**config.mk**
```make
export PLATFORM = sky130hd
export DESIGN_NAME = t1hdl_rx
export DESIGN_NICKNAME = d
export VERILOG_FILES = /design/src/logic/t1hdl_pkg.sv /design/src/logic/t1hdl_rx.sv
export SDC_FILE = /design/constraint.sdc
export NUM_CORES = 2
export LEC_CHECK = 0
export BUFFER_PORTS_ARGS = -buffer_cell sky130_fd_sc_hd__buf_2
export CAP_MARGIN = 10
export CORE_AREA = 2 2 399 361
export CTS_CLUSTER_SIZE = 12
export DETAILED_ROUTE_END_ITERATION = 10
export DIE_AREA = 0 0 401 363
export RECOVER_POWER = 100
export SLEW_MARGIN = 30
export SYNTH_ARGS = -nofsm -noshare
export SYNTH_HDL_FRONTEND = slang
export SYNTH_SLANG_ARGS = --single-unit
```
**constraint.sdc**
```tcl
create_clock -name sys_clk -period 64.2 [get_ports sys_clk]
set_input_delay 9.63 -clock sys_clk [delete_from_list [all_inputs] [get_ports sys_clk]]
set_output_delay 9.63 -clock sys_clk [all_outputs]
set_load 0.005 [all_outputs]
```
**src/logic/t1hdl_pkg.sv**
```systemverilog
/*
  Constants, register map and carrier types of the receive data-link unit.
  Assumes a single sys_clk domain and a byte-wide register port.
*/
`default_nettype none

package t1hdl_pkg;

  ////////////////////////////////////////////////////////////////////////////
  localparam int ADDR_W = 8;
  localparam int DATA_W = 8;

  // register offsets
  localparam logic [ADDR_W-1:0] OFS_DL_SEL = 8'h0D;
  localparam logic [ADDR_W-1:0] OFS_RX_CTL = 8'h54;
  localparam logic [ADDR_W-1:0] OFS_INT_CTL = 8'h55;
  localparam logic [ADDR_W-1:0] OFS_STATUS = 8'h56;
  localparam logic [ADDR_W-1:0] OFS_RX_DATA = 8'h57;
  localparam logic [ADDR_W-1:0] OFS_ADDR_PRI = 8'h58;
  localparam logic [ADDR_W-1:0] OFS_ADDR_SEC = 8'h59;
  localparam logic [ADDR_W-1:0] OFS_L2_POS = 8'h70;
  localparam logic [ADDR_W-1:0] OFS_L2_MASK = 8'h71;

  // field positions
  localparam int BIT_PATH_SEL = 3;
  localparam int SEL_HI = 7;
  localparam int SEL_LO = 6;
  localparam int POS_EVEN = 7;
  localparam int POS_ODD = 6;
  localparam int CHAN_HI = 4;
  localparam int CTL_EN = 0;
  localparam int CTL_MM = 2;
  localparam int CTL_MEN = 3;
  localparam int INT_EN = 7;
  localparam int THR_HI = 6;

  // link choice codes
  localparam logic [1:0] LINK_ONE = 2'h0;
  localparam logic [1:0] LINK_TWO = 2'h1;

  // reset values
  localparam logic [DATA_W-1:0] REG_RESET = 8'h00;

  // deframer constants
  localparam logic [2:0] ONES_STUFF = 3'h5;
  localparam logic [2:0] ONES_FLAG = 3'h6;
  localparam logic [2:0] ONES_ABORT = 3'h7;
  localparam logic [2:0] BITS_AT_FLAG = 3'h6;
  localparam logic [2:0] BIT_LAST = 3'h7;
  localparam logic [2:0] MIN_FRAME_BYTES = 3'h4;
  localparam logic [2:0] BYTE_CNT_MAX = 3'h7;
  localparam logic [15:0] CRC_POLY = 16'h8408;
  localparam logic [15:0] CRC_INIT = 16'hFFFF;
  localparam logic [15:0] CRC_GOOD = 16'hF0B8;
  localparam logic [7:0] MATCH_MASK_HI = 8'hFC;

  // receive FIFO
  localparam int FIFO_AW = 7;
  localparam int FIFO_DEPTH = 1 << FIFO_AW;
  localparam logic [FIFO_AW:0] FIFO_FULL = 8'h80;

  ////////////////////////////////////////////////////////////////////////////
  typedef struct packed {
    logic wr;
    logic rd;
    logic [ADDR_W-1:0] addr;
    logic [DATA_W-1:0] wdata;
  } t1hdl_busreq_t;

  // one received line bit with its position in the frame
  typedef struct packed {
    logic valid;
    logic data;
    logic fBit;
    logic frameOdd;
    logic [4:0] channel;
    logic [2:0] bitPos;
  } t1hdl_rxbit_t;

  typedef struct packed {
    logic bad;
    logic eop;
    logic [DATA_W-1:0] data;
  } t1hdl_entry_t;

  typedef struct packed {
    logic [DATA_W-1:0] dlSel;
    logic [DATA_W-1:0] rxCtl;
    logic [DATA_W-1:0] intCtl;
    logic [DATA_W-1:0] pos;
    logic [DATA_W-1:0] mask;
    logic [DATA_W-1:0] addrPri;
    logic [DATA_W-1:0] addrSec;
  } t1hdl_regs_t;

endpackage

`default_nettype wire

```
**src/logic/t1hdl_rx.sv**
```systemverilog
/*
  Receive HDLC data-link unit of one T1/J1 framer: link selection, bit
  extraction, HDLC deframing, address match, receive FIFO, fill interrupt.
  Assumes rxBit and esfMode come from framer logic on sys_clk, and a host
  register port with read data one cycle after the read strobe.
*/
// Overview of operation
// extraction runs only while the framer is in extended superframe format.
// path select bit 3 clear routes link position fields to receive path.
// link choice bits 7..6 pick link one (00) or link two (01).
// link one takes only the framing bit of odd frames.
// link two takes chosen frames, channel and bits.
// position register: even enable b7, odd enable b6, channel b4..0.
// eight-bit mask selects which channel bits feed the receiver.
// receiver runs only while control bit 0 is set.
// match enable b3 and match mode b2 choose address matching.
// host loads primary and secondary match addresses after enabling.
// nonzero threshold: status bit 0 sets when FIFO count exceeds it.
// fill status stays set until the FIFO is empty.
// interrupt enable b7 gates fill status onto active-low pin.
// host reads interrupt identification registers first on an interrupt.
// data may be collected by polling or by interrupt.
// polling uses the interrupt service procedure from a local timer.
// host reads status, then pops data bytes until a packet completes.
// deframing removes flags, deletes stuffed zeros, checks the FCS.
`timescale 1ns/1ps
`default_nettype none

module t1hdl_rx
  import t1hdl_pkg::*;
(
  input wire logic sys_clk,
  input wire logic rst,
  input wire logic clkEn,
  input wire t1hdl_busreq_t busReq,
  output logic [DATA_W-1:0] regRdData,
  input wire t1hdl_rxbit_t rxBit,
  input wire logic esfMode,
  output logic intN
);

  ////////////////////////////////////////////////////////////////////////////
  typedef struct packed {
    t1hdl_regs_t regs;
    logic [DATA_W-1:0] rdData;
    logic intN;
    // deframer
    logic inFrame;
    logic discard;
    logic [2:0] ones;
    logic [2:0] bitCnt;
    logic [2:0] byteCnt;
    logic [7:0] shift;
    logic [15:0] crc;
    logic [15:0] crcAtByte;
    logic pendValid;
    logic [7:0] pend;
    // FIFO and status
    t1hdl_entry_t [FIFO_DEPTH-1:0] mem;
    logic [FIFO_AW-1:0] wrPtr;
    logic [FIFO_AW-1:0] rdPtr;
    logic [FIFO_AW:0] count;
    logic fillInt;
    logic overrun;
  } t1hdl_state_t;

  localparam t1hdl_state_t STATE_RESET = '{
    regs: '{default: REG_RESET},
    rdData: REG_RESET,
    intN: 1'b1,
    crc: CRC_INIT,
    crcAtByte: CRC_INIT,
    default: '0
  };

  t1hdl_state_t q;
  t1hdl_state_t d;

  function automatic logic [15:0] crcStep(input logic [15:0] c,
                                          input logic b);
    logic [15:0] s;
    s = {1'b0, c[15:1]};
    if (c[0] ^ b) begin
      s = s ^ CRC_POLY;
    end
    return s;
  endfunction

  function automatic logic addrHit(input logic [7:0] a,
                                   input logic [7:0] pri,
                                   input logic [7:0] sec,
                                   input logic mm);
    logic [7:0] m;
    m = mm ? MATCH_MASK_HI : 8'hFF;
    return ((a & m) == (pri & m)) || ((a & m) == (sec & m));
  endfunction

  ////////////////////////////////////////////////////////////////////////////
  logic enabled;
  logic onLinkOne;
  logic onLinkTwo;
  logic frameOk;
  logic bitEvt;
  logic doShift;
  logic shBit;
  logic [7:0] newByte;
  logic [15:0] crcNext;
  logic pushReq;
  t1hdl_entry_t pushEntry;
  logic doPush;
  logic popReq;
  logic statRd;
  logic [FIFO_AW:0] cntNext;
  logic [1:0] choice;
  logic [2:0] maskIdx;
  t1hdl_entry_t head;

  always_comb begin
    d = q;
    enabled = q.regs.rxCtl[CTL_EN];
    choice = q.regs.dlSel[SEL_HI:SEL_LO];
    maskIdx = BIT_LAST - rxBit.bitPos;
    onLinkOne = (choice == LINK_ONE) && rxBit.fBit
                && rxBit.frameOdd;
    frameOk = rxBit.frameOdd ? q.regs.pos[POS_ODD]
                             : q.regs.pos[POS_EVEN];
    onLinkTwo = (choice == LINK_TWO) && !q.regs.dlSel[BIT_PATH_SEL]
                && !rxBit.fBit && frameOk
                && (rxBit.channel == q.regs.pos[CHAN_HI:0])
                && q.regs.mask[maskIdx];
    bitEvt = enabled && esfMode && rxBit.valid
             && (onLinkOne || onLinkTwo);
    doShift = 1'b0;
    shBit = 1'b0;
    pushReq = 1'b0;
    pushEntry = '0;
    newByte = {shBit, q.shift[7:1]};
    crcNext = q.crc;

    // flag hunt, zero deletion and abort
    if (!enabled) begin
      d.inFrame = 1'b0;
      d.pendValid = 1'b0;
      d.ones = '0;
    end else if (bitEvt) begin
      if (rxBit.data) begin
        if (q.ones == ONES_FLAG) begin
          if (q.inFrame && q.pendValid && !q.discard) begin
            pushReq = 1'b1;
            pushEntry = '{bad: 1'b1, eop: 1'b1, data: q.pend};
          end
          d.inFrame = 1'b0;
          d.pendValid = 1'b0;
          d.ones = ONES_ABORT;
        end else if (q.ones != ONES_ABORT) begin
          d.ones = q.ones + 3'h1;
          doShift = (q.ones != ONES_STUFF);
          shBit = 1'b1;
        end
      end else begin
        d.ones = '0;
        if (q.ones == ONES_FLAG) begin
          if (q.inFrame && q.pendValid && !q.discard) begin
            pushReq = 1'b1;
            pushEntry.eop = 1'b1;
            pushEntry.data = q.pend;
            pushEntry.bad = (q.bitCnt != BITS_AT_FLAG)
                            || (q.crcAtByte != CRC_GOOD)
                            || (q.byteCnt < MIN_FRAME_BYTES);
          end
          d.inFrame = 1'b1;
          d.discard = 1'b0;
          d.pendValid = 1'b0;
          d.bitCnt = '0;
          d.byteCnt = '0;
          d.crc = CRC_INIT;
          d.crcAtByte = CRC_INIT;
        end else begin
          doShift = (q.ones != ONES_STUFF);
        end
      end
    end

    // byte assembly, lsb first; last byte held back to mark the packet end
    if (doShift && q.inFrame) begin
      newByte = {shBit, q.shift[7:1]};
      crcNext = crcStep(q.crc, shBit);
      d.shift = newByte;
      d.crc = crcNext;
      d.bitCnt = q.bitCnt + 3'h1;
      if (q.bitCnt == BIT_LAST) begin
        d.crcAtByte = crcNext;
        if (q.byteCnt != BYTE_CNT_MAX) begin
          d.byteCnt = q.byteCnt + 3'h1;
        end
        if ((q.byteCnt == '0) && q.regs.rxCtl[CTL_MEN]
            && !addrHit(newByte, q.regs.addrPri, q.regs.addrSec,
                        q.regs.rxCtl[CTL_MM])) begin
          d.discard = 1'b1;
        end else if (!q.discard) begin
          if (q.pendValid) begin
            pushReq = 1'b1;
            pushEntry = '{bad: 1'b0, eop: 1'b0, data: q.pend};
          end
          d.pend = newByte;
          d.pendValid = 1'b1;
        end
      end
    end

    ////////////////////////////////////////////////////////////////////////
    // receive FIFO
    head = q.mem[q.rdPtr];
    popReq = busReq.rd && (busReq.addr == OFS_RX_DATA)
             && (q.count != '0);
    statRd = busReq.rd && (busReq.addr == OFS_STATUS);
    doPush = pushReq && (q.count != FIFO_FULL);
    if (doPush) begin
      d.mem[q.wrPtr] = pushEntry;
      d.wrPtr = q.wrPtr + 1'b1;
    end
    if (popReq) begin
      d.rdPtr = q.rdPtr + 1'b1;
    end
    cntNext = q.count;
    if (doPush && !popReq) begin
      cntNext = q.count + 1'b1;
    end else if (!doPush && popReq) begin
      cntNext = q.count - 1'b1;
    end
    d.count = cntNext;
    // lost byte flag: a new loss wins over the clearing status read
    d.overrun = (q.overrun && !statRd) || (pushReq && !doPush);

    // fill status, held until the FIFO drains
    d.fillInt = (q.fillInt && (cntNext != '0))
                || ((q.regs.intCtl[THR_HI:0] != '0)
                    && (cntNext > {1'b0, q.regs.intCtl[THR_HI:0]}));
    d.intN = !(q.regs.intCtl[INT_EN] && d.fillInt);

    ////////////////////////////////////////////////////////////////////////
    // register port
    if (busReq.wr) begin
      unique case (busReq.addr)
        OFS_DL_SEL: d.regs.dlSel = busReq.wdata;
        OFS_RX_CTL: d.regs.rxCtl = busReq.wdata;
        OFS_INT_CTL: d.regs.intCtl = busReq.wdata;
        OFS_ADDR_PRI: d.regs.addrPri = busReq.wdata;
        OFS_ADDR_SEC: d.regs.addrSec = busReq.wdata;
        OFS_L2_POS: d.regs.pos = busReq.wdata;
        OFS_L2_MASK: d.regs.mask = busReq.wdata;
        default: ;
      endcase
    end
    d.rdData = REG_RESET;
    if (busReq.rd) begin
      unique case (busReq.addr)
        OFS_DL_SEL: d.rdData = q.regs.dlSel;
        OFS_RX_CTL: d.rdData = q.regs.rxCtl;
        OFS_INT_CTL: d.rdData = q.regs.intCtl;
        OFS_STATUS: d.rdData = {3'h0, q.overrun,
                                head.bad && (q.count != '0),
                                head.eop && (q.count != '0),
                                q.count == '0, q.fillInt};
        OFS_RX_DATA: d.rdData = popReq ? head.data : REG_RESET;
        OFS_ADDR_PRI: d.rdData = q.regs.addrPri;
        OFS_ADDR_SEC: d.rdData = q.regs.addrSec;
        OFS_L2_POS: d.rdData = q.regs.pos;
        OFS_L2_MASK: d.rdData = q.regs.mask;
        default: d.rdData = REG_RESET;
      endcase
    end
  end

  always_ff @(posedge sys_clk or posedge rst) begin
    if (rst) begin
      q <= STATE_RESET;
    end else if (clkEn) begin
      q <= d;
    end
  end

  assign regRdData = q.rdData;
  assign intN = q.intN;

endmodule // t1hdl_rx

`default_nettype wire

```
==> impl_metrics.py <==
metrics = {
    "place": {
        "place_congestion": 0.8223,
        "dp_slack_ns": 49.69,
        "port_buffers": 42,
        "dp_hpwl_um": 103900,
    },
    "synthesis": {
        "synth.top_cells.by_area": "dfrtp_1 55%, mux4_2 15%, nand2_1 8.7%",
        "async_reset_ff_share_pct": 100.0,
        "synth_top_family_by_area": "multiplexers",
        "synth_edf_count": 0,
        "yosysUniqueCellTypes": 65,
        "synth.net_count": 5689,
        "synth_area_leader_cell": "dfrtp_1",
        "synth_compound_area_share_pct": 11.67,
        "ys_seq_area_share_pct": 56.61,
        "yosys_warnings": 0,
        "synth_mux_area_share_pct": 16.58,
        "synth_fa_ha_area_share_pct": 0.4355,
        "synth_cells": 5633,
        "avgSynthCellArea_um2": 11.22,
        "synthFlopType": "dfrtp_1",
        "yosys.area_share.simple_pct": 10.37,
        "synth-xor-area-share_pct": 0.6929,
        "syn_area_um2": 63200,
        "synth_top_area_share_pct": 55.23,
        "ys_ff_latch": 1428,
    },
    "clock_network": {
        "root_buffer": "clkbuf_16",
        "htree_levels": 4,
        "cts_hold_buffers": 0,
        "clk_path_buf_depth": 3,
        "post_cts_buffers": 0,
        "cts_buffers": 149,
        "post_cts_resized": 0,
        "cts_tree": "built",
        "clk_pin_slew_ns": 0.06,
        "cts.sink_count": 1428,
        "insertion_delay_ns": 0.79,
    },
    "drt": {
        "drtIter0Drc": 3601,
        "drt_first_pass_iters": 8,
        "final_antenna_net_count": 0,
        "vias": 41722,
        "finalWirelength_um": 167000,
        "vias_per_cell": 5.688,
        "drt_drc_violations_left": 0,
        "wl_per_cell_um": 22.77,
    },
    "power_and_ir_drop": {
        "vdd_ir_drop_max_v": 0.00002474,
        "leakage_uw": 0.02883,
        "p_per_area_nw_per_um2": 26.04,
    },
    "timing": {
        "finalSetupTns_ns": 0,
        "worstMarginPinSlew_ns": 4.649,
        "fin_skew_ns": 0.02185,
        "min_period_over_period_pct": 38.70,
        "fmax_ghz": 0.04025,
        "rsz0062_at_grt": "false",
        "max-slew-margin-rel_pct": -209.9,
        "period_minus_slack_ns": 24.84,
        "layout_setup_ws_ns": 39.36,
        "setup_viol": 0,
        "final_max_slew_viol_count": 1552,
        "hold_violations": 0,
    },
    "global_route": {
        "grt_overflow": 0,
        "grt_pass1_vias": 41168,
        "antenna_found_initial": 6,
        "grt_max_degree": 99,
        "grt_pass1_wl_um": 262600,
        "grt_use_total_pct": 23.45,
    },
    "critical_path": {
        "rr_startpoint": "choice[1]$_DFFE_PP0P_",
        "reg2reg_depth": 11,
        "worstSetupStartpointType": "input port",
        "r2r_slack_ns": 55.60,
        "critical_path_class": "input port to async pin",
        "critPathArrivalTime_ns": 24.86,
        "crit_fanout": 98,
        "endpoint_kind": "async pin",
        "required_ns": 64.22,
        "reg2reg_to": "q[664]$_DFFE_PP0P_",
    },
    "floorplanning": {
        "initial_core_util_pct": 44.73,
        "die-width_um": 401,
        "die_area_um2": 145600,
        "core_area_um2": 141300,
        "die_h_um": 363,
        "rows": 131,
        "io_pins": 43,
    },
    "layout": {
        "final_cell_mix": "1467 x nand2_1, 1391 x dfrtp_1, 1295 x o21ai_0, 422 x mux4_2, 155 x clkbuf_16",
        "final_common_cell": "nand2_1",
        "num_antenna_cells": 0,
        "nets": 5421,
        "drive_above_1_share_pct": 15.18,
        "area_growth_pct": 8.822,
    },
    "worst_hold_path": {
        "hold_path_depth": 1,
        "holdPathEnd": "q[1312]$_DFFE_PP0P_",
        "hold_path.class": "flop to flop",
        "holdCritStartpoint": "q[1312]$_DFFE_PP0P_",
    },
    "run_status": {
        "violations": "max-capacitance violations, max-slew violations",
        "status": "finished with violations",
    },
    "job": {
        "maxCapViolCount": 34,
    },
}
worst max path at each step:
stage,startpoint,to,slack (ns),cells past startpoint
CTS,rxBit[1],q[244]$_DFFE_PP0P_,50.50,13
global route,rst,q[364]$_DFFE_PP0P_,36.11,7
finish,rst,q[381]$_DFFE_PP0P_,39.36,7
global placement,rxBit[1],q[78]$_DFFE_PP0P_,49.65,13
detailed placement,rxBit[1],q[244]$_DFFE_PP0P_,49.69,13
floorplan,rst,choice[0]$_DFFE_PP0P_,14.35,1
cell usage after synthesis, drive strengths merged, types with 3 or more instances:
cell    count
dfstp      33
nand2b     10
a21oi      27
o21ai    1300
inv        26
clkbuf    387
and3        7
and2        7
o21a        5
nand4      15
nor3       22
mux2       76
nand3      13
nor2b       3
nor4       11
a222oi     14
mux4      422
xor2       13
a22oi       8
a21o        4
or3         3
o211ai      6
nor2       67
mux2i      12
nor4b       3
o31ai       4
nand3b      4
xnor2      37
ha         22
o22a       15
a22o        9
dfrtp    1395
buf       151
nand2    1475
critical path, stage by stage:
cell	delay (ns)
clkbuf_1	0.09
clkinvlp_2	2.47
clkbuf_1	1.97
clkbuf_1	2.86
clkbuf_1	2.51
clkbuf_1	2.36
clkbuf_1	2.79
metal layers:
metal	up-vias	wire [um]	GRT usage, %
met2	1086	75060	35.17
met3	259	9926	4.460
met5	-	37	0
met1	21251	77670	34.89
li1	19120	-	-
met4	6	4301	6.948
state kept, by name, summed over array words and instances, names as in the netlist:
name       cells
q           1416
regRdData      8
choice         2
enabled        1
intN           1
layout make-up:
type | instances | area (um2)
clock buffer | 235 | 4479
clock inverter | 24 | 284.0
inverter | 26 | 98.84
tap | 1862 | 2330
fill | 12709 | 72510
sequential | 1428 | 35790
multi-input combinational | 3641 | 25130
timing repair buffer | 119 | 665.6
power by group:
group	switching (uW)	internal [uW]
Sequential	2.31	902
Clock	360	494
Combinational	26.2	7.62
metrics by stage:
| stage | area (um2) | utilization, % | total power, uW | cells | hold slack (ns) |
|---|---|---|---|---|---|
| after global routing | 68780 | 48.68 | 1850 | 7335 | 0.4882 |
| after detailed placement | 64280 | 45.49 | 956.0 | 7073 | 0.4630 |
| after CTS | 69040 | 48.87 | 1809 | 7332 | 0.4756 |
| after global placement | 64190 | 45.43 | 955.9 | 7070 | 0.4514 |
| final | 68780 | 48.68 | 1791 | 7335 | 0.4719 |
| after floorplan | 63200 | - | 946.0 | 5633 | 0.4164 |
cells by family (layout without fill, tap and decap cells):
group | after synthesis | count (layout)
AND/OR/NAND/NOR | 1649 | 1649
adder cells (fa/ha/maj) | 22 | 22
flip-flops | 1428 | 1428
multiplexers | 510 | 510
buffers and inverters | 564 | 404
AO/OA/AOI/OAI | 1410 | 1410
XOR/XNOR | 50 | 50
Power figures use the tool's default switching activity.
